[config.mk]
export PLATFORM = sky130hd
export DESIGN_NAME = subchannel_timing_interrupt
export DESIGN_NICKNAME = d
export VERILOG_FILES = /design/src/design/sub_timing_pkg.sv /design/src/design/axi_lite_regs.sv /design/src/design/pin_sync.sv /design/src/design/subchannel_timing_interrupt.sv
export SDC_FILE = /design/constraint.sdc
export NUM_CORES = 1
export LEC_CHECK = 0
export CAP_MARGIN = 25
export CORE_MARGIN = 3
export CORE_UTILIZATION = 69
export CTS_BUF_LIST = sky130_fd_sc_hd__clkbuf_4 sky130_fd_sc_hd__clkbuf_8
export CTS_CLUSTER_DIAMETER = 80
export DETAILED_ROUTE_END_ITERATION = 10
export DONT_BUFFER_PORTS = 1
export PLACE_DENSITY = 0.85
export REMOVE_ABC_BUFFERS = 1
export SYNTH_ARGS = -nofsm -noshare
export SYNTH_HDL_FRONTEND = slang
export SYNTH_SLANG_ARGS = --single-unit
export TNS_END_PERCENT = 30
[constraint.sdc]
create_clock -name clk_sys -period 6.9 [get_ports clk_sys]
set_clock_uncertainty 0.05 [all_clocks]
set_input_delay 1.035 -clock clk_sys [delete_from_list [all_inputs] [get_ports clk_sys]]
set_output_delay 1.035 -clock clk_sys [all_outputs]
set_load 0.005 [all_outputs]
[src/design/sub_timing_pkg.sv]
`default_nettype none
package sub_timing_pkg;
  localparam int          ADDR_W       = 8;
  localparam logic [5:0]  REG_MODE     = 6'h05;
  localparam logic [5:0]  REG_POS_LO   = 6'h06;
  localparam logic [5:0]  REG_POS_HI   = 6'h07;
  localparam logic [5:0]  REG_PKT      = 6'h08;
  localparam logic [5:0]  REG_FRAME    = 6'h09;
  localparam logic [5:0]  REG_ADJ      = 6'h0a;
  localparam int          MODE_EN_BIT  = 6;
  localparam int          MODE_SEL_HI  = 5;
  localparam int          MODE_SEL_LO  = 4;
  localparam int          MODE_RD_BIT  = 3;
  localparam logic [1:0]  MODE_MAX     = 2'h3;
  localparam logic [1:0]  MODE_TGT     = 2'h2;
  localparam logic [1:0]  MODE_INIT    = 2'h1;
  localparam int          BYTE_LO_HI   = 7;
  localparam int          BYTE_LO_LO   = 3;
  localparam int          FI_EVERY_BIT = 5;
  localparam int          FI_FRAME_HI  = 4;
  localparam int          FI_FRAME_LO  = 1;
  localparam int          FI_PKT8_BIT  = 0;
  localparam int          ADJ_DIR_BIT  = 3;
  localparam int          ADJ_AMT_HI   = 2;
  localparam logic [8:0]  BIT_LAST     = 9'h11f;
  localparam logic [9:0]  BIT_COUNT    = 10'h120;
  localparam logic [8:0]  PKT_LAST     = 9'h10f;
  localparam logic [1:0]  RESP_OKAY    = 2'h0;
  localparam logic [1:0]  RESP_SLVERR  = 2'h2;

  function automatic logic isMapped(input logic [5:0] idx);
    isMapped = (idx >= REG_MODE) && (idx <= REG_ADJ);
  endfunction : isMapped
endpackage : sub_timing_pkg
`default_nettype wire

[src/design/axi_lite_regs.sv]
`default_nettype none
module axi_lite_regs (
  input  wire logic                              clk_sys,
  input  wire logic                              rst,
  input  wire logic [sub_timing_pkg::ADDR_W-1:0] s_axi_awaddr,
  input  wire logic                              s_axi_awvalid,
  output logic                                   s_axi_awready,
  input  wire logic [31:0]                       s_axi_wdata,
  input  wire logic [3:0]                        s_axi_wstrb,
  input  wire logic                              s_axi_wvalid,
  output logic                                   s_axi_wready,
  output logic [1:0]                             s_axi_bresp,
  output logic                                   s_axi_bvalid,
  input  wire logic                              s_axi_bready,
  input  wire logic [sub_timing_pkg::ADDR_W-1:0] s_axi_araddr,
  input  wire logic                              s_axi_arvalid,
  output logic                                   s_axi_arready,
  output logic [31:0]                            s_axi_rdata,
  output logic [1:0]                             s_axi_rresp,
  output logic                                   s_axi_rvalid,
  input  wire logic                              s_axi_rready,
  output logic                                   wrEn,
  output logic [5:0]                             wrIdx,
  output logic [7:0]                             wrData,
  output logic [5:0]                             rdIdx,
  input  wire logic [7:0]                        rdData
);
  typedef struct packed {
    logic       awRdy;
    logic       wRdy;
    logic       arRdy;
    logic       awHeld;
    logic       wHeld;
    logic [5:0] idx;
    logic [7:0] data;
    logic       lane0;
    logic       wrEn;
    logic       bvalid;
    logic [1:0] bresp;
    logic       rvalid;
    logic [1:0] rresp;
    logic [7:0] rdata;
  } axi_s;

  axi_s q;
  axi_s d;

  assign rdIdx = s_axi_araddr[7:2];

  always_comb
  begin
    d      = q;
    d.wrEn = 1'b0;
    if (s_axi_awvalid && q.awRdy)
    begin
      d.awHeld = 1'b1;
      d.idx    = s_axi_awaddr[7:2];
    end
    if (s_axi_wvalid && q.wRdy)
    begin
      d.wHeld = 1'b1;
      d.data  = s_axi_wdata[7:0];
      d.lane0 = s_axi_wstrb[0];
    end
    if (q.bvalid && s_axi_bready)
      d.bvalid = 1'b0;
    // a write lacking byte lane zero is answered but changes nothing
    if (q.awHeld && q.wHeld && !q.bvalid)
    begin
      d.wrEn   = q.lane0 && sub_timing_pkg::isMapped(q.idx);
      d.awHeld = 1'b0;
      d.wHeld  = 1'b0;
      d.bvalid = 1'b1;
      d.bresp  = sub_timing_pkg::isMapped(q.idx) ?
                 sub_timing_pkg::RESP_OKAY : sub_timing_pkg::RESP_SLVERR;
    end
    if (q.rvalid && s_axi_rready)
      d.rvalid = 1'b0;
    if (s_axi_arvalid && q.arRdy)
    begin
      d.rvalid = 1'b1;
      d.rdata  = sub_timing_pkg::isMapped(rdIdx) ? rdData : 8'h00;
      d.rresp  = sub_timing_pkg::isMapped(rdIdx) ?
                 sub_timing_pkg::RESP_OKAY : sub_timing_pkg::RESP_SLVERR;
    end
    d.awRdy = !d.awHeld && !d.bvalid;
    d.wRdy  = !d.wHeld && !d.bvalid;
    d.arRdy = !d.rvalid;
  end

  always_ff @(posedge clk_sys)
  begin
    if (rst)
      q <= '0;
    else
      q <= d;
  end

  assign s_axi_awready = q.awRdy;
  assign s_axi_wready  = q.wRdy;
  assign s_axi_arready = q.arRdy;
  assign s_axi_bvalid  = q.bvalid;
  assign s_axi_bresp   = q.bresp;
  assign s_axi_rvalid  = q.rvalid;
  assign s_axi_rresp   = q.rresp;
  assign s_axi_rdata   = {24'h000000, q.rdata};
  assign wrEn          = q.wrEn;
  assign wrIdx         = q.idx;
  assign wrData        = q.data;
endmodule : axi_lite_regs
`default_nettype wire

[src/design/pin_sync.sv]
`default_nettype none
module pin_sync (
  input  wire logic       clk_sys,
  input  wire logic       rst,
  input  wire logic [1:0] pinIn,
  output logic      [1:0] pinOut
);
  typedef struct packed {
    logic [1:0] s1;
    logic [1:0] s2;
    logic [1:0] s3;
    logic [1:0] held;
  } sync_s;

  sync_s q;
  sync_s d;

  // stage one feeds stage two only; a change counts once two and three agree
  always_comb
  begin
    d      = q;
    d.s1   = pinIn;
    d.s2   = q.s1;
    d.s3   = q.s2;
    d.held = (q.s2 & q.s3) | (q.held & (q.s2 | q.s3));
  end

  always_ff @(posedge clk_sys)
  begin
    if (rst)
      q <= '0;
    else
      q <= d;
  end

  assign pinOut = q.held;
endmodule : pin_sync
`default_nettype wire

[src/design/subchannel_timing_interrupt.sv]
// How it works
// - read select 1 shows live bit position
// - read select 0 shows position before sync
// - target byte from bits 3..8, low bits ignored
// - byte compared only while block-synchronised
// - interrupt fires entering the matching byte
// - packet low byte, bit 8 in frame register
// - init mode write loads packet counter
// - target mode write sets target packet
// - every-packet bit skips packet comparison
// - frame register bits 4..1 read frame count
// - init mode write preloads frame counter
// - frame counter wraps to zero after maximum
// - maximum mode write sets frame wrap value
// - target mode write sets target frame
// - interrupt needs packet, byte and frame match
// - two-bit mode field steers shared addresses
// - interrupt works only while enable set
// - adjust shifts bit timing up to seven
`default_nettype none
module subchannel_timing_interrupt (
  input  wire logic                              clk_sys,
  input  wire logic                              rst,
  input  wire logic                              subBitClk,
  input  wire logic                              subBlockSync,
  output logic                                   subTimingIrq,
  input  wire logic [sub_timing_pkg::ADDR_W-1:0] s_axi_awaddr,
  input  wire logic                              s_axi_awvalid,
  output logic                                   s_axi_awready,
  input  wire logic [31:0]                       s_axi_wdata,
  input  wire logic [3:0]                        s_axi_wstrb,
  input  wire logic                              s_axi_wvalid,
  output logic                                   s_axi_wready,
  output logic [1:0]                             s_axi_bresp,
  output logic                                   s_axi_bvalid,
  input  wire logic                              s_axi_bready,
  input  wire logic [sub_timing_pkg::ADDR_W-1:0] s_axi_araddr,
  input  wire logic                              s_axi_arvalid,
  output logic                                   s_axi_arready,
  output logic [31:0]                            s_axi_rdata,
  output logic [1:0]                             s_axi_rresp,
  output logic                                   s_axi_rvalid,
  input  wire logic                              s_axi_rready
);
  typedef struct packed {
    logic [8:0] livePos;
    logic [8:0] prePos;
    logic [8:0] pktCount;
    logic [3:0] frameCount;
    logic [3:0] frameWrap;
    logic [5:0] tgtByte;
    logic [8:0] tgtPacket;
    logic [3:0] tgtFrame;
    logic       everyPacket;
    logic       irqEnable;
    logic [1:0] writeMode;
    logic       readSelect;
    logic       bitPrev;
    logic       syncPrev;
    logic       irq;
  } timing_s;

  timing_s q;
  timing_s d;

  logic [1:0] pinsLvl;
  logic       bitLvl;
  logic       syncLvl;
  logic       bitTick;
  logic       wrEn;
  logic [5:0] wrIdx;
  logic [7:0] wrData;
  logic [5:0] rdIdx;
  logic [7:0] rdData;
  logic [2:0] adjAmt;
  logic [9:0] adjUp;
  logic [9:0] adjDown;
  logic [8:0] adjPos;
  logic       modeTgt;
  logic       modeInit;
  logic       modeMax;
  logic [8:0] shownPos;

  pin_sync u_pins (
    .clk_sys (clk_sys),
    .rst     (rst),
    .pinIn   ({subBlockSync, subBitClk}),
    .pinOut  (pinsLvl)
  );

  axi_lite_regs u_regs (
    .clk_sys       (clk_sys),
    .rst           (rst),
    .s_axi_awaddr  (s_axi_awaddr),
    .s_axi_awvalid (s_axi_awvalid),
    .s_axi_awready (s_axi_awready),
    .s_axi_wdata   (s_axi_wdata),
    .s_axi_wstrb   (s_axi_wstrb),
    .s_axi_wvalid  (s_axi_wvalid),
    .s_axi_wready  (s_axi_wready),
    .s_axi_bresp   (s_axi_bresp),
    .s_axi_bvalid  (s_axi_bvalid),
    .s_axi_bready  (s_axi_bready),
    .s_axi_araddr  (s_axi_araddr),
    .s_axi_arvalid (s_axi_arvalid),
    .s_axi_arready (s_axi_arready),
    .s_axi_rdata   (s_axi_rdata),
    .s_axi_rresp   (s_axi_rresp),
    .s_axi_rvalid  (s_axi_rvalid),
    .s_axi_rready  (s_axi_rready),
    .wrEn          (wrEn),
    .wrIdx         (wrIdx),
    .wrData        (wrData),
    .rdIdx         (rdIdx),
    .rdData        (rdData)
  );

  assign bitLvl  = pinsLvl[0];
  assign syncLvl = pinsLvl[1];
  // one tick per regenerated data bit, on its rising edge
  assign bitTick = bitLvl && !q.bitPrev;

  assign modeTgt  = (q.writeMode == sub_timing_pkg::MODE_TGT);
  assign modeInit = (q.writeMode == sub_timing_pkg::MODE_INIT);
  assign modeMax  = (q.writeMode == sub_timing_pkg::MODE_MAX);

  // adjustment wraps inside the packet; no carry into the packet counter
  assign adjAmt  = wrData[sub_timing_pkg::ADJ_AMT_HI:0];
  assign adjUp   = {1'b0, q.livePos} + {7'h00, adjAmt};
  assign adjDown = {1'b0, q.livePos} + sub_timing_pkg::BIT_COUNT - {7'h00, adjAmt};
  always_comb
  begin
    adjPos = q.livePos;
    if (wrData[sub_timing_pkg::ADJ_DIR_BIT])
    begin
      if (adjUp >= sub_timing_pkg::BIT_COUNT)
        adjPos = 9'(adjUp - sub_timing_pkg::BIT_COUNT);
      else
        adjPos = adjUp[8:0];
    end
    else
    begin
      if (adjDown >= sub_timing_pkg::BIT_COUNT)
        adjPos = 9'(adjDown - sub_timing_pkg::BIT_COUNT);
      else
        adjPos = adjDown[8:0];
    end
  end

  assign shownPos = q.readSelect ? q.livePos : q.prePos;

  always_comb
  begin
    rdData = 8'h00;
    unique case (rdIdx)
      sub_timing_pkg::REG_MODE:
        rdData = {1'b0, q.irqEnable, q.writeMode, q.readSelect, 3'h0};
      sub_timing_pkg::REG_POS_LO:
        rdData = shownPos[7:0];
      sub_timing_pkg::REG_POS_HI:
        rdData = {7'h00, shownPos[8]};
      sub_timing_pkg::REG_PKT:
        rdData = q.pktCount[7:0];
      sub_timing_pkg::REG_FRAME:
        rdData = {3'h0, q.frameCount, q.pktCount[8]};
      default:
        rdData = 8'h00;
    endcase
  end

  always_comb
  begin
    d          = q;
    d.irq      = 1'b0;
    d.bitPrev  = bitLvl;
    d.syncPrev = syncLvl;
    // catch the position on the cycle before sync takes hold
    if (syncLvl && !q.syncPrev)
      d.prePos = q.livePos;
    if (bitTick)
    begin
      if (q.livePos == sub_timing_pkg::BIT_LAST)
      begin
        d.livePos = 9'h000;
        if (q.pktCount == sub_timing_pkg::PKT_LAST)
        begin
          d.pktCount = 9'h000;
          if (q.frameCount == q.frameWrap)
            d.frameCount = 4'h0;
          else
            d.frameCount = q.frameCount + 4'h1;
        end
        else
          d.pktCount = q.pktCount + 9'h001;
      end
      else
        d.livePos = q.livePos + 9'h001;
    end
    if (wrEn)
    begin
      unique case (wrIdx)
        sub_timing_pkg::REG_MODE:
        begin
          d.irqEnable  = wrData[sub_timing_pkg::MODE_EN_BIT];
          d.writeMode  = wrData[sub_timing_pkg::MODE_SEL_HI:sub_timing_pkg::MODE_SEL_LO];
          d.readSelect = wrData[sub_timing_pkg::MODE_RD_BIT];
        end
        sub_timing_pkg::REG_POS_LO:
        begin
          if (modeTgt)
            d.tgtByte[4:0] = wrData[sub_timing_pkg::BYTE_LO_HI:sub_timing_pkg::BYTE_LO_LO];
        end
        sub_timing_pkg::REG_POS_HI:
        begin
          if (modeTgt)
            d.tgtByte[5] = wrData[0];
        end
        sub_timing_pkg::REG_PKT:
        begin
          if (modeInit)
            d.pktCount[7:0] = wrData;
          else if (modeTgt)
            d.tgtPacket[7:0] = wrData;
        end
        sub_timing_pkg::REG_FRAME:
        begin
          if (modeInit)
          begin
            d.pktCount[8] = wrData[sub_timing_pkg::FI_PKT8_BIT];
            d.frameCount  = wrData[sub_timing_pkg::FI_FRAME_HI:sub_timing_pkg::FI_FRAME_LO];
          end
          else if (modeTgt)
          begin
            d.tgtPacket[8] = wrData[sub_timing_pkg::FI_PKT8_BIT];
            d.everyPacket  = wrData[sub_timing_pkg::FI_EVERY_BIT];
            d.tgtFrame     = wrData[sub_timing_pkg::FI_FRAME_HI:sub_timing_pkg::FI_FRAME_LO];
          end
          else if (modeMax)
            d.frameWrap = wrData[sub_timing_pkg::FI_FRAME_HI:sub_timing_pkg::FI_FRAME_LO];
        end
        sub_timing_pkg::REG_ADJ:
          d.livePos = adjPos;
        default:
          d.livePos = d.livePos;
      endcase
    end
    // compare against the new values so the pulse lands on the byte's first bit
    d.irq = bitTick && q.irqEnable && syncLvl
            && (d.livePos[2:0] == 3'h0) && (d.livePos[8:3] == q.tgtByte)
            && (q.everyPacket || (d.pktCount == q.tgtPacket))
            && (d.frameCount == q.tgtFrame);
  end

  always_ff @(posedge clk_sys)
  begin
    if (rst)
      q <= '0;
    else
      q <= d;
  end

  assign subTimingIrq = q.irq;
endmodule : subchannel_timing_interrupt
`default_nettype wire

==> key figures <==
Placed design
  – Port Buf Inserts: 0
  – Hpwl dp: about 13,000 um
  – GPL Wtd Cong: just over 1

Floorplanning
  – Initial Util: 71.86%
  – Rows: 35
  – Die Area: ~11,000 um2
  – # IOs: a little over 100
  – Core box area: ~9300 um2
  – Die height: approximately 100 um
  – Die X: 104.6 um

Cells and area
  – Diodes inserted: 0
  – Commonest cells after routing, fill and taps aside: dfxtp_1, nor2_1, nand2_1, a21oi_1, mux2i_1
  – Share of cells above drive strength 1: under 10%
  – Nets: around 900
  – Fillers: approximately 780
  – Commonest non-fill, non-tap cell in the layout: dfxtp_1
  – Area delta synth->final: 0.5600%

Worst setup path
  – Crit end category: register
  – Crit-path max FO: 7
  – Critical path required time: just over 7 ns
  – Critical path class: register to register
  – Crit start category: register
  – Arr. time, crit path: about 4.6 ns

Drt
  – Drt first pass iters: 6
  – Post-DRT Antenna Nets: 0
  – Final wirelength: 17,020 um
  – DR vias: approximately 6,000
  – DR iter-0 viols: approximately 570
  – Vias/cell: around 6.4
  – Routed len/inst: 18.10 um
  – # DRC: 0

Clock network
  – Clk sinks: about 100
  – Worst skew pair latency: approximately 0.38 ns
  – PostCTS Resize Cnt: 0
  – # hold bufs at CTS: 0
  – CTS tree: yes
  – CTS root buffer: clkbuf_8
  – Htree depth: 3
  – Post-CTS Setup Repair Bufs: 0
  – Worst-path clk slew: around 0.1 ns
  – Maximum clock path buffer count: 2
  – Num CTS Buffers: 9

Logic synthesis
  – Mapped Cells: about 850
  – Sequential share of the synthesized area: 30.76%
  – Async SR Flop Fraction: 0%
  – Post-synth EDFFs: 0
  – Mapped Area: 6703 um2
  – #FFs+latches synth: roughly 100
  – Post-synth cell types: 75
  – Syn Area/Cell: around 7.9 um2
  – Synth Flop Type: dfxtp_1
  – YS warnings: 0

STA
  – Hold_ws: between 0.4 and 0.5 ns
  – Final hold violations: 0
  – Fmax: about 230 MHz
  – Worst-Margin Slew: around 1.0 ns
  – Minimum clock period: approximately 4.4 ns
  – Final Slew Violations: 0
  – Unrepaired setup endpoints after global routing: false
  – Slew HR: between 20% and 30%
  – Final setup violation count: 0
  – Setup TNS: 0 ns
  – Fin crit share: a little under two thirds

Global route
  – Vias in the first global route: 5,543
  – Initial antenna violation count: 0
  – First-pass GRT wire length: about 27,000 um
  – Gr usage total: a little under a third
  – Largest net degree at the start of global routing: 103
  – Global route total overflow: 0

Power and ir drop
  – Combinational share of power: under 10%
  – Static leakage: between 2 and 3 nW
  – Sw power: between 200 and 300 uW
  – Pwr Density: ~170 nW/um2
  – Switch share: about a quarter
  – P_int: between 800 and 900 uW
  – Clock share of power: between 30% and 40%
  – Seq pwr share: between 50% and 60%
  – Worst vdd ir: 0.0001300 V

Run status
  – Run status: finished clean

Min path
  – Worst min path class: register to register

Run
  – Max Cap Viol: 0
==> power groups by stage <==
stage	logic (mW)	registers, mW	clock network (mW)
finish	0.0762	0.621	0.441
global route	0.0850	0.623	0.468
CTS	0.0742	0.621	0.444
detailed placement	0.0735	0.634	0
global placement	0.0705	0.634	0
floorplan	0.0605	0.628	0
==> cell families after synthesis <==
group                      Yosys count  share of synthesized area, %
and+or+nand+nor                    348                         26.12
AOI/OAI and AO/OA                  178                         17.51
buffers and inverters              113                         8.549
DFF                                103                         30.76
xor gates and xnor gates            42                         5.488
muxes                               39                         5.880
adders and majority gates           29                         5.637
other                                1                       0.05595
==> worst paths after layout <==
check             cells past startpoint          endpoint             start  slack, ns
setup / recovery                     13      subTimingIrq  u_regs.wrData[2]       2.49
hold / removal                        2  u_pins.pinOut[1]       u_pins.q[3]       0.41
setup reg to reg                     13      subTimingIrq  u_regs.wrData[2]       2.49
hold reg to reg                       2  u_pins.pinOut[1]       u_pins.q[3]       0.41
==> critical path, stage by stage (launching register included) <==
cell,delay (ns)
dfxtp_1,0.54
inv_1,0.19
ha_1,0.41
ha_1,0.34
a211oi_1,0.38
nor2_1,0.12
o311ai_0,0.79
inv_1,0.15
ha_1,0.26
a21oi_1,0.13
a31oi_1,0.05
o311ai_0,0.55
xor2_1,0.15
nor4_1,0.20
==> synth_stat cells (6+ instances only) <==
| library cell | count | area (um2) |
|---|---|---|
| nor3_1 | 17 | 85.08 |
| nand2_1 | 85 | 319.1 |
| mux2i_1 | 36 | 360.4 |
| ha_1 | 27 | 337.8 |
| a22oi_1 | 14 | 105.1 |
| a21oi_1 | 58 | 290.3 |
| inv_1 | 28 | 105.1 |
| a211oi_1 | 15 | 112.6 |
| o211ai_1 | 7 | 52.55 |
| nor2b_1 | 24 | 150.1 |
| nor4_1 | 13 | 81.33 |
| xnor2_1 | 24 | 210.2 |
| nor2_1 | 102 | 382.9 |
| clkbuf_1 | 42 | 157.7 |
| o21ai_0 | 31 | 155.2 |
| dfxtp_1 | 103 | 2062 |
| and2_1 | 6 | 37.54 |
| buf_4 | 36 | 270.3 |
| nand2b_1 | 14 | 87.58 |
| nor3b_1 | 8 | 60.06 |
| nand4_1 | 11 | 68.82 |
| xor2_1 | 18 | 157.7 |
| nand3_1 | 29 | 145.1 |
| a31oi_1 | 7 | 43.79 |
==> sequential cells by signal, summed over array words and instances, names as in the netlist, 2 cells and up <==
register,count
q,61
u_pins.d,4
u_pins.pinOut,2
u_pins.q,2
u_regs.q,3
u_regs.s_axi_rdata,8
u_regs.wrData,8
u_regs.wrIdx,6
==> cell type report <==
| type | count | area, um2 | share of cell area, % |
|---|---|---|---|
| multi-input combinational | 662 | 4163 | 61.76 |
| sequential | 103 | 2062 | 30.59 |
| tap | 129 | 161.4 | 2.395 |
| clock buffer | 9 | 123.9 | 1.838 |
| clock inverter | 7 | 112.6 | 1.671 |
| inverter | 28 | 105.1 | 1.559 |
| timing repair buffer | 2 | 12.51 | 0.1856 |
==> routing by layer <==
metal | GRT usage, % | wire length [um] | vias to the layer above | share of wire, %
li1 | - | - | 2851 | -
met1 | 39.61 | 7184 | 2784 | 42
met2 | 50.69 | 7891 | 301 | 46
met3 | 5.188 | 1518 | 42 | 8.9
met4 | 10.07 | 424 | 0 | 2.5
met5 | 0 | 0 | - | 0
==> per-stage QoR <==
step	power, mW	cell area, um2	instances	utilization, %	setup slack (ns)
after floorplan	0.6886	6329	793	-	3.552
after global placement	0.7041	6499	923	69.67	2.831
after detailed placement	0.7078	6504	924	69.73	2.610
after CTS	1.139	6740	940	72.26	2.569
after global routing	1.177	6740	940	72.26	2.198
final	1.139	6740	940	72.26	2.487
Power figures use the tool's default switching activity.
